==> src/shared/epcirq_pkg.sv <==
`default_nettype none
package epcirq_pkg;

  // register offsets in data space
  localparam logic [7:0] PC_FLAGS_OFS = 8'h3b;
  localparam logic [7:0] EXT_FLAGS_OFS = 8'h3c;
  localparam logic [7:0] EXT_EN_OFS = 8'h3d;
  localparam logic [7:0] PC_EN_OFS = 8'h68;
  localparam logic [7:0] SENSE_CFG_OFS = 8'h69;
  localparam logic [7:0] PC_MASK0_OFS = 8'h6b;
  localparam logic [7:0] PC_MASK1_OFS = 8'h6c;
  localparam logic [7:0] PC_MASK2_OFS = 8'h6d;

  // i/o instruction space sits this far below data space
  localparam logic [7:0] IO_SPACE_BASE = 8'h20;

  // reset value of every register
  localparam logic [7:0] REG_RESET = 8'h00;

  // implemented bits per register
  localparam logic [7:0] EXT_IMPL = 8'h03;
  localparam logic [7:0] PC_IMPL = 8'h07;
  localparam logic [7:0] SENSE_IMPL = 8'h0f;
  localparam logic [7:0] MASK1_IMPL = 8'h7f;

  // field positions
  localparam int LINE0_SENSE_LSB = 0;
  localparam int LINE1_SENSE_LSB = 2;
  localparam int GRP1_FIRST_PIN = 8;
  localparam int GRP1_PINS = 7;
  localparam int GRP2_FIRST_PIN = 16;

  // request vector positions, lowest index is highest core priority
  localparam int REQ_LINE0 = 0;
  localparam int REQ_LINE1 = 1;
  localparam int REQ_GRP0 = 2;
  localparam int REQ_GRP1 = 3;
  localparam int REQ_GRP2 = 4;
  localparam int NUM_REQ = 5;

  // cycles after reset release before edge history is trusted
  localparam int SETTLE_CYCLES = 3;

  // sense control codes of a dedicated line
  typedef enum logic [1:0] {
    EPCIRQ_SENSE_LOW = 2'b00,
    EPCIRQ_SENSE_ANY = 2'b01,
    EPCIRQ_SENSE_FALL = 2'b10,
    EPCIRQ_SENSE_RISE = 2'b11
  } epcirq_sense_t;

  // data-space access port
  typedef struct packed {
    logic [7:0] addr;
    logic [7:0] wdata;
    logic we;
    logic re;
  } epcirq_ds_bus_t;

  // i/o instruction access port
  typedef struct packed {
    logic [5:0] addr;
    logic [7:0] wdata;
    logic we;
    logic re;
  } epcirq_io_bus_t;

endpackage
`default_nettype wire

==> src/hdl/epcirq_sync.sv <==
`default_nettype none
// two-stage synchroniser for a bundle of pins
module epcirq_sync #(
  parameter int WIDTH = 1
) (
  input wire logic clock,
  input wire logic rst_b,
  input wire logic [WIDTH-1:0] async_in,
  output logic [WIDTH-1:0] sync_out
);

  logic [WIDTH-1:0] meta_q;
  logic [WIDTH-1:0] stable_q;

  // first stage feeds only the second
  always_ff @(posedge clock or negedge rst_b) begin
    if (!rst_b) begin
      meta_q <= '0;
      stable_q <= '0;
    end else begin
      meta_q <= async_in;
      stable_q <= meta_q;
    end
  end

  assign sync_out = stable_q;

endmodule
`default_nettype wire

==> src/hdl/epcirq_unit.sv <==
// How it works
// - line 0 requests only with its enable bit and global enable both set
// - dedicated lines sense the pin itself, so driving it as output triggers
// - sense code: 00 low level, 01 any change, 10 falling, 11 rising
// - a triggering edge or change on a line sets that line's flag
// - flagged, enabled line vectors to core; flag clears when handler runs
// - writing one to a flag bit clears it; zero leaves it alone
// - a line in low-level sensing always reads its flag as zero
// - external flags at data 0x3C and i/o 0x1C; i/o is data minus 0x20
// - group 2 enable plus global lets unmasked inputs 23..16 interrupt
// - group 1 and 0 enables cover inputs 14..8 and 7..0 likewise
// - any logic change on an active group pin sets that group's flag
// - flagged, enabled group vectors to core; flag clears when handler runs
// - group 0 mask bit enables its pin only while group enable is set
// - group 1 mask has seven bits 6..0 for inputs 8..14, bit 7 absent
// - group 2 mask bit n enables input 16+n while group 2 enabled
// - pin changes are seen without the clock to wake from deep sleep
`default_nettype none
module epcirq_unit #(
  parameter int PINS = 24
) (
  input wire logic clock,
  input wire logic rst_b,
  input wire epcirq_pkg::epcirq_ds_bus_t ds_bus,
  output logic [7:0] ds_rdata,
  input wire epcirq_pkg::epcirq_io_bus_t io_bus,
  output logic [7:0] io_rdata,
  input wire logic [1:0] ext_line_pin,
  input wire logic [PINS-1:0] change_sensed_input,
  input wire logic global_irq_enable,
  input wire logic [epcirq_pkg::NUM_REQ-1:0] vector_ack,
  output logic [epcirq_pkg::NUM_REQ-1:0] irq_request,
  output logic wake_request
);

  // stored registers
  logic [1:0] ext_flags_q;
  logic [1:0] ext_flags_d;
  logic [1:0] ext_en_q;
  logic [3:0] sense_cfg_q;
  logic [2:0] pc_flags_q;
  logic [2:0] pc_flags_d;
  logic [2:0] pc_en_q;
  logic [7:0] pc_mask0_q;
  logic [6:0] pc_mask1_q;
  logic [7:0] pc_mask2_q;

  // pin history
  logic [PINS+1:0] pins_s;
  logic [PINS+1:0] pins_q;
  logic [epcirq_pkg::SETTLE_CYCLES-1:0] settle_q;
  logic history_ok;

  // merged write port
  logic wr_en;
  logic [7:0] wr_addr;
  logic [7:0] wr_data;
  logic [7:0] io_as_ds;

  // one write strobe per register
  logic wr_ext_flags;
  logic wr_ext_en;
  logic wr_sense;
  logic wr_pc_flags;
  logic wr_pc_en;
  logic wr_mask0;
  logic wr_mask1;
  logic wr_mask2;

  // per-source events
  logic [1:0] line_now;
  logic [1:0] line_prev;
  logic [1:0] line_level;
  logic [1:0] line_low;
  logic [1:0] ext_set;
  logic [1:0] ext_clr;
  logic [PINS-1:0] pin_change;
  logic [2:0] pc_set;
  logic [2:0] pc_clr;
  logic [1:0] ext_wake;
  logic [PINS-1:0] raw_change;
  logic [2:0] pc_wake;

  // sense field of line n
  function automatic epcirq_pkg::epcirq_sense_t line_sense(
    input logic [3:0] cfg,
    input int n
  );
    logic [1:0] code;
    code = (n == 0) ? cfg[epcirq_pkg::LINE0_SENSE_LSB +: 2] : cfg[epcirq_pkg::LINE1_SENSE_LSB +: 2];
    return epcirq_pkg::epcirq_sense_t'(code);
  endfunction

  // edge decision of a dedicated line, level mode raises no event
  function automatic logic line_event(
    input epcirq_pkg::epcirq_sense_t sense,
    input logic now,
    input logic prev
  );
    logic hit;
    hit = 1'b0;
    unique case (sense)
      epcirq_pkg::EPCIRQ_SENSE_LOW: hit = 1'b0;
      epcirq_pkg::EPCIRQ_SENSE_ANY: hit = now ^ prev;
      epcirq_pkg::EPCIRQ_SENSE_FALL: hit = prev & ~now;
      epcirq_pkg::EPCIRQ_SENSE_RISE: hit = ~prev & now;
    endcase
    return hit;
  endfunction

  // any change on an unmasked pin of an enabled group
  function automatic logic group_hit(
    input logic enable,
    input logic [7:0] change,
    input logic [7:0] mask
  );
    return enable & (|(change & mask));
  endfunction

  // write strobe of the register at one offset
  function automatic logic write_hits(
    input logic en,
    input logic [7:0] addr,
    input logic [7:0] ofs
  );
    return en & (addr == ofs);
  endfunction

  // register readback, unmapped and reserved bits read zero
  function automatic logic [7:0] read_reg(
    input logic [7:0] addr,
    input logic [1:0] ext_flags,
    input logic [1:0] ext_en,
    input logic [3:0] sense,
    input logic [2:0] pc_flags,
    input logic [2:0] pc_en,
    input logic [7:0] mask0,
    input logic [6:0] mask1,
    input logic [7:0] mask2
  );
    logic [7:0] data;
    data = 8'h00;
    unique case (addr)
      epcirq_pkg::EXT_FLAGS_OFS: data = {6'b00_0000, ext_flags};
      epcirq_pkg::EXT_EN_OFS: data = {6'b00_0000, ext_en};
      epcirq_pkg::SENSE_CFG_OFS: data = {4'h0, sense};
      epcirq_pkg::PC_FLAGS_OFS: data = {5'b0_0000, pc_flags};
      epcirq_pkg::PC_EN_OFS: data = {5'b0_0000, pc_en};
      epcirq_pkg::PC_MASK0_OFS: data = mask0;
      epcirq_pkg::PC_MASK1_OFS: data = {1'b0, mask1};
      epcirq_pkg::PC_MASK2_OFS: data = mask2;
      default: data = 8'h00;
    endcase
    return data;
  endfunction

  // pins cross into the clock domain before any edge logic
  epcirq_sync #(
    .WIDTH(PINS + 2)
  ) u_pin_sync (
    .clock(clock),
    .rst_b(rst_b),
    .async_in({ext_line_pin, change_sensed_input}),
    .sync_out(pins_s)
  );

  // previous sample of every synchronised pin
  always_ff @(posedge clock or negedge rst_b) begin
    if (!rst_b) begin
      pins_q <= '0;
    end else begin
      pins_q <= pins_s;
    end
  end

  // hold off edges until the synchroniser holds real pin values
  always_ff @(posedge clock or negedge rst_b) begin
    if (!rst_b) begin
      settle_q <= '0;
    end else begin
      settle_q <= {settle_q[epcirq_pkg::SETTLE_CYCLES-2:0], 1'b1};
    end
  end

  assign history_ok = settle_q[epcirq_pkg::SETTLE_CYCLES-1];

  // i/o address maps onto data space
  assign io_as_ds = 8'({2'b00, io_bus.addr}) + epcirq_pkg::IO_SPACE_BASE;

  // data-space access wins if both ports write together
  always_comb begin
    wr_en = 1'b0;
    wr_addr = 8'h00;
    wr_data = 8'h00;
    if (ds_bus.we) begin
      wr_en = 1'b1;
      wr_addr = ds_bus.addr;
      wr_data = ds_bus.wdata;
    end else if (io_bus.we) begin
      wr_en = 1'b1;
      wr_addr = io_as_ds;
      wr_data = io_bus.wdata;
    end
  end

  // merged write port decoded once per register
  assign wr_ext_flags = write_hits(wr_en, wr_addr, epcirq_pkg::EXT_FLAGS_OFS);
  assign wr_ext_en = write_hits(wr_en, wr_addr, epcirq_pkg::EXT_EN_OFS);
  assign wr_sense = write_hits(wr_en, wr_addr, epcirq_pkg::SENSE_CFG_OFS);
  assign wr_pc_flags = write_hits(wr_en, wr_addr, epcirq_pkg::PC_FLAGS_OFS);
  assign wr_pc_en = write_hits(wr_en, wr_addr, epcirq_pkg::PC_EN_OFS);
  assign wr_mask0 = write_hits(wr_en, wr_addr, epcirq_pkg::PC_MASK0_OFS);
  assign wr_mask1 = write_hits(wr_en, wr_addr, epcirq_pkg::PC_MASK1_OFS);
  assign wr_mask2 = write_hits(wr_en, wr_addr, epcirq_pkg::PC_MASK2_OFS);

  // plain read/write control registers
  always_ff @(posedge clock or negedge rst_b) begin
    if (!rst_b) begin
      ext_en_q <= epcirq_pkg::REG_RESET[1:0];
      sense_cfg_q <= epcirq_pkg::REG_RESET[3:0];
      pc_en_q <= epcirq_pkg::REG_RESET[2:0];
      pc_mask0_q <= epcirq_pkg::REG_RESET;
      pc_mask1_q <= epcirq_pkg::REG_RESET[6:0];
      pc_mask2_q <= epcirq_pkg::REG_RESET;
    end else begin
      if (wr_ext_en) begin
        ext_en_q <= wr_data[1:0] & epcirq_pkg::EXT_IMPL[1:0];
      end
      if (wr_sense) begin
        sense_cfg_q <= wr_data[3:0] & epcirq_pkg::SENSE_IMPL[3:0];
      end
      if (wr_pc_en) begin
        pc_en_q <= wr_data[2:0] & epcirq_pkg::PC_IMPL[2:0];
      end
      if (wr_mask0) begin
        pc_mask0_q <= wr_data;
      end
      if (wr_mask1) begin
        pc_mask1_q <= wr_data[6:0] & epcirq_pkg::MASK1_IMPL[6:0];
      end
      if (wr_mask2) begin
        pc_mask2_q <= wr_data;
      end
    end
  end

  // dedicated line sampling, pin value seen regardless of direction
  assign line_now = pins_s[PINS+1:PINS];
  assign line_prev = pins_q[PINS+1:PINS];

  // per-line trigger, level and clear terms
  always_comb begin
    for (int n = 0; n < 2; n++) begin
      line_level[n] = line_sense(sense_cfg_q, n) == epcirq_pkg::EPCIRQ_SENSE_LOW;
      line_low[n] = line_level[n] & ~line_now[n];
      ext_set[n] = history_ok & line_event(line_sense(sense_cfg_q, n), line_now[n], line_prev[n]);
      ext_clr[n] = (wr_ext_flags & wr_data[n])
        | vector_ack[epcirq_pkg::REQ_LINE0 + n];
    end
  end

  // set beats clear, level mode pins flag at zero
  always_comb begin
    for (int n = 0; n < 2; n++) begin
      if (line_level[n]) begin
        ext_flags_d[n] = 1'b0;
      end else begin
        ext_flags_d[n] = ext_set[n] | (ext_flags_q[n] & ~ext_clr[n]);
      end
    end
  end

  always_ff @(posedge clock or negedge rst_b) begin
    if (!rst_b) begin
      ext_flags_q <= epcirq_pkg::REG_RESET[1:0];
    end else begin
      ext_flags_q <= ext_flags_d;
    end
  end

  // changes seen on each change-sensed input
  assign pin_change = history_ok ? (pins_s[PINS-1:0] ^ pins_q[PINS-1:0]) : '0;

  // group triggers gated by mask and group enable
  always_comb begin
    pc_set[0] = group_hit(pc_en_q[0], pin_change[7:0], pc_mask0_q);
    pc_set[1] = group_hit(pc_en_q[1], {1'b0, pin_change[epcirq_pkg::GRP1_FIRST_PIN +: epcirq_pkg::GRP1_PINS]},
      {1'b0, pc_mask1_q});
    pc_set[2] = group_hit(pc_en_q[2], pin_change[epcirq_pkg::GRP2_FIRST_PIN +: 8], pc_mask2_q);
    for (int g = 0; g < 3; g++) begin
      pc_clr[g] = (wr_pc_flags & wr_data[g])
        | vector_ack[epcirq_pkg::REQ_GRP0 + g];
    end
  end

  // group flags, a new change outranks a clear
  assign pc_flags_d = pc_set | (pc_flags_q & ~pc_clr);

  always_ff @(posedge clock or negedge rst_b) begin
    if (!rst_b) begin
      pc_flags_q <= epcirq_pkg::REG_RESET[2:0];
    end else begin
      pc_flags_q <= pc_flags_d;
    end
  end

  // separate vectored requests, each gated by its enable and global enable
  always_comb begin
    irq_request = '0;
    for (int n = 0; n < 2; n++) begin
      irq_request[epcirq_pkg::REQ_LINE0 + n] = global_irq_enable & ext_en_q[n]
        & (ext_flags_q[n] | line_low[n]);
    end
    for (int g = 0; g < 3; g++) begin
      irq_request[epcirq_pkg::REQ_GRP0 + g] = global_irq_enable & pc_en_q[g] & pc_flags_q[g];
    end
  end

  // clockless wake path for sleep with the i/o clock stopped
  always_comb begin
    for (int n = 0; n < 2; n++) begin
      ext_wake[n] = ext_en_q[n] & line_level[n] & ~ext_line_pin[n];
    end
    raw_change = change_sensed_input ^ pins_q[PINS-1:0];
    pc_wake[0] = group_hit(pc_en_q[0], raw_change[7:0], pc_mask0_q);
    pc_wake[1] = group_hit(pc_en_q[1], {1'b0, raw_change[epcirq_pkg::GRP1_FIRST_PIN +: epcirq_pkg::GRP1_PINS]},
      {1'b0, pc_mask1_q});
    pc_wake[2] = group_hit(pc_en_q[2], raw_change[epcirq_pkg::GRP2_FIRST_PIN +: 8], pc_mask2_q);
  end

  assign wake_request = (|ext_wake) | (|pc_wake) | (|irq_request);

  // registered readback on each port, flags of level lines read zero
  always_ff @(posedge clock or negedge rst_b) begin
    if (!rst_b) begin
      ds_rdata <= 8'h00;
      io_rdata <= 8'h00;
    end else begin
      ds_rdata <= ds_bus.re ? read_reg(ds_bus.addr, ext_flags_q & ~line_level, ext_en_q, sense_cfg_q,
        pc_flags_q, pc_en_q, pc_mask0_q, pc_mask1_q, pc_mask2_q) : 8'h00;
      io_rdata <= io_bus.re ? read_reg(io_as_ds, ext_flags_q & ~line_level, ext_en_q, sense_cfg_q,
        pc_flags_q, pc_en_q, pc_mask0_q, pc_mask1_q, pc_mask2_q) : 8'h00;
    end
  end

endmodule
`default_nettype wire

==> config.mk <==
export PLATFORM = sky130hd
export DESIGN_NAME = epcirq_unit
export DESIGN_NICKNAME = d
export VERILOG_FILES = /design/src/shared/epcirq_pkg.sv /design/src/hdl/epcirq_sync.sv /design/src/hdl/epcirq_unit.sv
export SDC_FILE = /design/constraint.sdc
export NUM_CORES = 1
export LEC_CHECK = 0
export BUFFER_PORTS_ARGS = -buffer_cell sky130_fd_sc_hd__buf_2
export CAP_MARGIN = 5
export CORE_MARGIN = 10
export CORE_UTILIZATION = 50
export DETAILED_ROUTE_END_ITERATION = 10
export PLACE_DENSITY = 0.8
export SYNTH_ARGS = -nofsm -noshare
export SYNTH_HDL_FRONTEND = slang
export SYNTH_SLANG_ARGS = --single-unit
==> constraint.sdc <==
create_clock -name clock -period 1.2 [get_ports clock]
set_input_delay 0.06 -clock clock [delete_from_list [all_inputs] [get_ports clock]]
set_output_delay 0.06 -clock clock [all_outputs]
set_load 0.005 [all_outputs]
# == Yosys cells after proc, flatten, opt, wreduce, memory -nomap -nowiden ==
# Cells that the tools add are included.
# classes
addsub,1
eq_ne,30
n_mux,15
bitwise,77
reduce_logical,11
# op_table
cell,n
$pmux W8 S8,2
$eq A8 B7 Y1 const B,10
$eq A8 B6 Y1 const B,6
$reduce_or A8 Y1,6
$xor A24 B24 Y24,2
$and A1 B1 Y1,43
$mux W8,5
$eq A7 B7 Y1 const B,5
$and A8 B8 Y8,4
$mux W24,1
$eq A7 B6 Y1 const B,3
$and A7 B7 Y7,2
$or A1 B1 Y1,11
$eq A2 B2 Y1 const B,4
$not A1 Y1,8
$pmux W1 S4,2
$add A6 B6 Y7 const B,1
$mux W7,1
$reduce_or A5 Y1,1
$eq A2 B1 Y1 const B,2
$logic_not A2 Y1,2
$mux W1,4
$and A3 B3 Y3,1
$not A3 Y3,1
6 further kinds,7
# word_totals
register_bits,134
inputBits,68
out_inout_bits,22
word_cells,148

# == Depth between registers and ports, before layout ==
# Gate-level depths: netlist (run 1).
# logic_depth
ltp_word,11
mapped_depth,7
ltp_nobuf,5

# == Modules after synthesis ==
# From an unflattened synthesis (run 1), not the netlist that was laid out.
# hier_totals
hier_cells,442
area_unflattened_um2,5392.7
# by_module_without_submodules
mod,instances,cells_per_inst,area_per_inst_um2,seq_area_each_um2
epcirq_unit,1,390,4091.4,2026.9
epcirq_sync,1,52,1301.2,1301.2

# == Worst setup path before layout (run 1) ==
# OpenSTA, ideal clock, no wires.
# synth_path
path_kind,in2reg
startpoint,input ds_bus[1] (netlist bit)
endpoint,register ext_en_q[0]
setup_ns,0.127
arrival_time_ns,1.323
setup_slack_ns,-0.251
cell_stages,6
n_path_buf,1
cell_sequence,buf_4 and2b_1 a31oi_1 or3b_4 nor2_4 mux2_1
# synth_via
elab_chain_cells,3
# synth_lines
item,line,text
start: declaration,epcirq_unit.sv:24,"input wire epcirq_pkg::epcirq_ds_bus_t ds_bus,"
$mux W8,epcirq_unit.sv:195,if (ds_bus.we) begin
$eq A8 B6 Y1,epcirq_unit.sv:126,return en & (addr == ofs);
$and A1 B1 Y1,epcirq_unit.sv:126,
end signal: assignment,epcirq_unit.sv:219,ext_en_q <= epcirq_pkg::REG_RESET[1:0];
end signal: assignment,epcirq_unit.sv:227,ext_en_q <= wr_data[1:0] & epcirq_pkg::EXT_IMPL[1:0];
end: declaration,epcirq_unit.sv:39,logic [1:0] ext_en_q;
# Parallel ways exist; a longest one is shown, timed or not.
# A chain may end at the register's enable or synchronous reset.

# == Final worst setup path (run 1) ==
# layout_path
startpoint,register pc_flags_q[2]
endpoint,output wake_request
# layout_via
elab_chain_cells,3
# layout_lines
item,line,text
start: declaration,epcirq_unit.sv:41,logic [2:0] pc_flags_q;
start signal: assignment,epcirq_unit.sv:301,pc_flags_q <= epcirq_pkg::REG_RESET[2:0];
start signal: assignment,epcirq_unit.sv:303,pc_flags_q <= pc_flags_d;
$and A1 B1 Y1,epcirq_unit.sv:315,irq_request[epcirq_pkg::REQ_GRP0 + g] = global_irq_enable & pc_en_q[g] & pc_flags_q[g];
$reduce_or A5 Y1,epcirq_unit.sv:331,assign wake_request = (|ext_wake) | (|pc_wake) | (|irq_request);
$or A1 B1 Y1,epcirq_unit.sv:331,
end: declaration,epcirq_unit.sv:33,output logic wake_request
# Every way passes these cells.

==> metrics.cfg, run 1 <==
[global_route]
antenna_found_initial = 0
grt_use_met1 = 0.272
grt_pass1_vias = 4935
grt.overflow.total = 0
grt.met3_usage = 0.0781
grt_pass1_wl_um = 25800
use_met2 = 0.355
grt_start_max_net_pins = 60
grt.total_usage = 0.222
top_usage_layer = met2

[place]
place_area_um2 = 6660
port_buffers = 88
pre_cts_slack_ns = -0.357
place_congestion = 0.927
dp_hpwl_um = 11000

[sta]
hold_violations = 0
slew_violations = 0
finalWorstSetupSlack_ns = -0.880
fmax_mhz = 481
worst_pin_slew_ns = 0.522
finalSetupViolations = 17
slew_headroom = 0.651
fin_skew_ns = 0.00573
fin_crit_sh = 1.73
rsz0062_at_grt = yes
fin_crit_ns = 2.08

[power]
p_int_mw = 8.58
report.power.total_mw = 11.3
switching_share = 0.243
clkPwrFrac = 0.450
comb_power_share = 0.127
max-vdd-ir-drop_uv = 1300
p_sw_mw = 2.76
power.leakage_nw = 3.90
powerDensity_nw_per_um2 = 1400
power_frac_seq = 0.424

[clock_network]
cts_tree = built
htreeDepth = 4
clkSinkCount = 131
cts_root_buffer = clkbuf_8
cts_made_buffers = 17
clock_latency_ns = 0.53
clock_path_buffers = 2
path_clk_slew_ns = 0.06

[yosys]
synthCells = 441
yosys_warnings = 0
synth-async-reset-ratio = 1.00
synth-simple-area-share = 0.113
synth_edf_count = 0
netlist_area_um2 = 5280
synth_area_per_cell_um2 = 12.0
synth-xor-area-share = 0.0763
synth_compound_area_frac = 0.136
ys_seq_area_frac = 0.621
ys_dominant_reg_cell = dfrtp_1
synth_top_family_by_area = compound AO/OA/AOI/OAI gates
synth_fa_ha_area_frac = 0.00947
synth_cell_type_count = 47
synth_mux_area_frac = 0.0258
ys_ff_latch = 131

[finish]
nets = 774
drive_above_1_share = 0.397
final_area_um2 = 8130
area_growth_pct = 53.8
utilization = 0.787

[worst_setup_path]
crit_path_max_fanout = 2
critPathKind = flip-flop to output port
arrival_ns = 2.02
crit_required_ns = 1.14
path_cells = a22o_1, a211o_1, nor4_4, nand3_1, buf_2
endpoint_kind = output port
slowest_delay_ns = 0.39
cp_slowest_cell = dfrtp_1
start_kind = flip-flop

[route]
drt-pass1-iter-count = 5
route.detailed.wl_per_inst_um = 19.8
vias = 4664
wl_um = 16800
drc = 0
routed_via_density = 5.47
ant_nets = 0
dr.first_iter.drc_count = 522

[floorplanning]
die_area_um2 = 15100
num_io_pins = 90
die_h_um = 123
die_x_um = 123
rows = 37
core_area_um2 = 10300
initial_core_util = 0.512

[run_status]
outcome = finished, violations left
violations = setup timing

[job]
cap_viol_max_count = 0

[worst_hold_path]
hold_path_class = input port to flip-flop

==> synthesized netlist by cell type (all sizes together) (3+ instances only) <==
cell type | count | share of area
a21oi | 28 | 0.027
a22o | 4 | 0.0066
a22oi | 31 | 0.045
a31oi | 3 | 0.0036
a32oi | 4 | 0.0066
and3 | 5 | 0.0059
and3b | 3 | 0.0050
and4 | 3 | 0.0050
and4bb | 3 | 0.0071
buf | 8 | 0.0081
clkbuf | 5 | 0.0036
dfrtp | 131 | 0.62
ha | 4 | 0.0095
inv | 8 | 0.0057
mux2 | 5 | 0.011
mux2i | 8 | 0.015
nand2 | 33 | 0.023
nand2b | 3 | 0.0036
nand3 | 9 | 0.0085
nand3b | 3 | 0.0043
nand4 | 5 | 0.0059
nor2 | 32 | 0.024
nor2b | 4 | 0.0047
o21ai | 27 | 0.026
xor2 | 46 | 0.076
==> routing by layer <==
layer | vias up | routed length [um]
met3 | 61 | 1410
met1 | 2282 | 6760
li1 | 2093 | -
met4 | 0 | 559
met5 | - | 0
met2 | 228 | 8100
==> power by group through the flow <==
stage	sequential (mW)	clock, mW	combinational [mW]
finish	4.80	5.10	1.44
global route	4.82	5.38	1.54
CTS	4.79	5.17	1.33
detailed placement	4.86	0	1.10
global placement	4.84	0	1.08
floorplan	4.85	0	0.401
==> cells by family (layout without fill, tap and decap cells) <==
group                      count (synthesis)  after routing
DFF                                      131            131
and+or+nand+nor                          114            114
AOI/OAI and AO/OA                        110            110
xor gates and xnor gates                  46             46
buffers and inverters                     21            291
muxes                                     13             13
adders and majority gates                  4              4
other                                      2              7
==> per-stage QoR <==
stage	hold WS (ns)	setup TNS, ns	instances
after CTS	0.00305	-3.70	845
final	0.00440	-4.21	852
after global placement	-0.0693	-7.55	757
after floorplan	-0.236	-0.608	445
after detailed placement	-0.0712	-7.91	757
after global routing	0.0179	-4.95	851
==> final timing paths <==
check                                      start                 endpoint  slack [ns]  depth (start not counted)
min in group asynchronous                  rst_b               pins_q[25]        0.09                          3
min reg2reg                u_pin_sync.meta_q[25]  u_pin_sync.sync_out[25]        0.35                          0
min                                    ds_bus[9]            pc_mask0_q[7]       0.004                          4
max reg2reg                            pins_q[7]            pc_flags_q[0]       -0.34                          6
max in group asynchronous                  rst_b           sense_cfg_q[2]        0.15                          3
max                                pc_flags_q[2]             wake_request       -0.88                          5
==> cell usage in the layout, fill, tap and decap left out, types with 5 or more instances in the layout <==
cell,count
dfrtp_1,127
buf_4,95
buf_2,83
dlygate4sd3_1,46
xor2_1,44
nand2_1,32
nor2_1,31
a22oi_1,27
a21oi_1,26
buf_6,23
o21ai_0,16
clkbuf_16,16
nand3_1,8
inv_1,7
clkinv_2,7
conb_1,6
o21ai_1,5
nand4_1,5
==> critical path, delay by kind of cell, from the launching register on <==
family | cells | cell delay (ns)
AND/OR/NAND/NOR | 2 | 0.37
AO/OA/AOI/OAI | 2 | 0.57
flip-flops | 1 | 0.39
buffers and inverters | 1 | 0.16
==> state kept, by name, summed over array words and instances, names as in the netlist <==
name / flops
ds_rdata: 8
sense_cfg_q: 4
ext_flags_q: 2
u_pin_sync.meta_q: 25
u_pin_sync.sync_out: 25
pc_en_q: 3
io_rdata: 8
pc_flags_q: 3
settle_q: 3
ext_en_q: 2
pc_mask2_q: 8
pins_q: 25
pc_mask1_q: 7
pc_mask0_q: 8
==> cell type report <==
class / instances / area [um2]
clock buffer: 18 / 428
sequential: 131 / 3280
inverter: 8 / 30.0
clock inverter: 14 / 160
timing repair buffer: 251 / 1930
multi-input combinational: 293 / 2120
antenna: 1 / 2.50
fill: 616 / 2200
tap: 136 / 170
==> repair_timing <==
item / CTS / global route
setup endpoints to repair: 17 / 21
gates cloned: 0 / 0
gates resized for setup: 47 / 31
setup buffers: 15 / 10
hold buffers: 47 / 0
endpoints found under the hold margin: 186 / 0
pin swaps: 35 / 26
Power figures use the tool's default switching activity.
==> inputs of run 2 (changes only) <==
Settings changed: CELL_PAD_IN_SITES_DETAIL_PLACEMENT set to 0, CELL_PAD_IN_SITES_GLOBAL_PLACEMENT set to 1, CORE_MARGIN 10 to unset, CORE_UTILIZATION 50 to 40.
==> run 2 against run 1 <==
The run still ends with setup timing left. Sequential power about the same. Count of clock-buffer cells in the layout up 3. Register-to-register slack better by 0.12 ns. Flip-flop and latch count unchanged. Core utilization is 16 points lower. Wire length fell by 15%. Largest cell class unchanged.
==> metrics.cfg, run 2 (synthesis gave the netlist of run 1 again) <==
[route]
ant_nets = 0  ; unchanged
dr.first_iter.drc_count = 270  ; was 522
drc = 0  ; unchanged
wl_um = 14300  ; was 16800 um
routed_via_density = 5.02  ; was 5.47
route.detailed.wl_per_inst_um = 16.6  ; was 19.8 um
drt-pass1-iter-count = 5  ; unchanged
vias = 4326  ; was 4664

[clock_network]
cts_tree = built  ; unchanged
clock_path_buffers = 2  ; unchanged
clock_latency_ns = 0.42  ; was 0.53 ns
cts_made_buffers = 17  ; unchanged
clkSinkCount = 131  ; unchanged
htreeDepth = 4  ; unchanged
path_clk_slew_ns = 0.05  ; was 0.06 ns
cts_root_buffer = clkbuf_16  ; was clkbuf_8

[sta]
rsz0062_at_grt = yes  ; unchanged
fin_skew_ns = 0.0146  ; was 0.00573 ns
fin_crit_ns = 1.90  ; was 2.08 ns
fin_crit_sh = 1.58  ; was 1.73
finalWorstSetupSlack_ns = -0.700  ; was -0.880 ns
hold_violations = 0  ; unchanged
finalSetupTns_ns = -2.55  ; was -4.21 ns
fmax_mhz = 526  ; was 481 MHz
slew_violations = 0  ; unchanged
finalSetupViolations = 15  ; was 17

[finish]
utilization = 0.622  ; was 0.787
diodes = 0  ; was 1
most-common-layout-cells = dfrtp_1 (127), buf_4 (87), buf_2 (84)  ; was dfrtp_1 (127), buf_4 (95), buf_2 (83)
final_area_um2 = 7950  ; was 8130 um2
stdcell_count = 862  ; was 852
nets = 750  ; was 774
mostFrequentLayoutCell = dfrtp_1  ; unchanged
drive_above_1_share = 0.388  ; was 0.397
area_growth_pct = 50.5  ; was 53.8%

[floorplanning]
initial_core_util = 0.414  ; was 0.512
core_area_um2 = 12800  ; was 10300 um2
die_x_um = 117  ; was 123 um
die_area_um2 = 13700  ; was 15100 um2
die_h_um = 117  ; was 123 um
rows = 41  ; was 37
num_io_pins = 90  ; unchanged

[place]
place_area_um2 = 6690  ; was 6660 um2
port_buffers = 88  ; unchanged
dp_hpwl_um = 10100  ; was 11000 um
place_inst = 787  ; was 757
place_congestion = 0.869  ; was 0.927

[worst_setup_path]
start_kind = flip-flop  ; unchanged
endpoint_kind = output port  ; unchanged
arrival_ns = 1.84  ; was 2.02 ns
crit_path_max_fanout = 2  ; unchanged
r2r_start = pins_q[10]  ; was pins_q[7]
reg2reg_depth = 4  ; was 6
crit_required_ns = 1.14  ; about the same
startpoint = pins_q[22]  ; was pc_flags_q[2]
critPathKind = flip-flop to output port  ; unchanged

[power]
max-vdd-ir-drop_uv = 1060  ; was 1300 uV
powerDensity_nw_per_um2 = 1450  ; was 1400 nW/um2
report.power.total_mw = 11.5  ; was 11.3 mW
power.leakage_nw = 3.79  ; was 3.90 nW

[global_route]
grt.total_usage = 0.225  ; was 0.222
grt.overflow.total = 0  ; unchanged
grt_pass1_vias = 4387  ; was 4935
grt_start_max_net_pins = 34  ; was 60
antenna_found_initial = 0  ; unchanged
grt_pass1_wl_um = 22200  ; was 25800 um

[run_status]
violations = setup timing  ; unchanged
outcome = finished, violations left  ; unchanged

[job]
cap_viol_max_count = 0  ; unchanged

[worst_hold_path]
hold_path_class = input port to async pin  ; was input port to flip-flop

run 2: power by group:
part | switching [mW] | internal, mW | leakage (nW)
Clock | 1.85 | 3.56 | 0.303
Combinational | 0.635 | 0.676 | 1.87
Sequential | 0.161 | 4.64 | 1.62
Total | 2.64 | 8.88 | 3.79
run 2: what timing repair did:
action / in CTS / in global routing
hold buffers: 32 / 0
pin swaps: 20 / 24
cloned: 0 / 0
gates resized for setup: 28 / 34
endpoints found under the hold margin: 162 / 0
setup buffers: 3 / 12
endpoints found under the setup margin: 17 / 19
run 2: area by class of cell:
cell class,count,area (um2)
fillers,987,4820
flip-flops and latches,131,3280
multi-input cells,293,2090
repair buffers,227,1720
clock buffers,21,460
well taps,172,215
clock inverters,10,156
inverters,8,30.0
run 2: final timing paths:
check                      slack [ns]                 endpoint
max                             -0.70             wake_request
min                              0.06     u_pin_sync.meta_q[8]
max reg2reg                     -0.22            pc_flags_q[1]
min reg2reg                      0.34  u_pin_sync.sync_out[20]
max in group asynchronous        0.62    u_pin_sync.meta_q[20]
min in group clock               0.08              ds_rdata[6]
run 2: worst max-delay path, cell delays in order, from the launching register on:
cell and delay [ns]:
dfrtp_1 0.40, xor2_1 0.17, a22oi_1 0.20, nand4_1 0.17, a22oi_2 0.24, nand3_2 0.10
buf_2 0.14
run 2: through the flow:
stage               hold slack, ns  setup slack, ns
global route                0.0884           -0.804
floorplan                   -0.236           -0.230
CTS                         0.0555           -0.721
finish                      0.0551           -0.700
global placement           -0.0436           -0.377
detailed placement         -0.0391           -0.403
run 2: layer usage:
metal | up-vias | share of wire | track usage
met5 | - | 0 | 0
met4 | 0 | 0.023 | 0.109
met2 | 142 | 0.48 | 0.361
met1 | 2116 | 0.45 | 0.290
met3 | 25 | 0.045 | 0.0499
li1 | 2043 | - | -
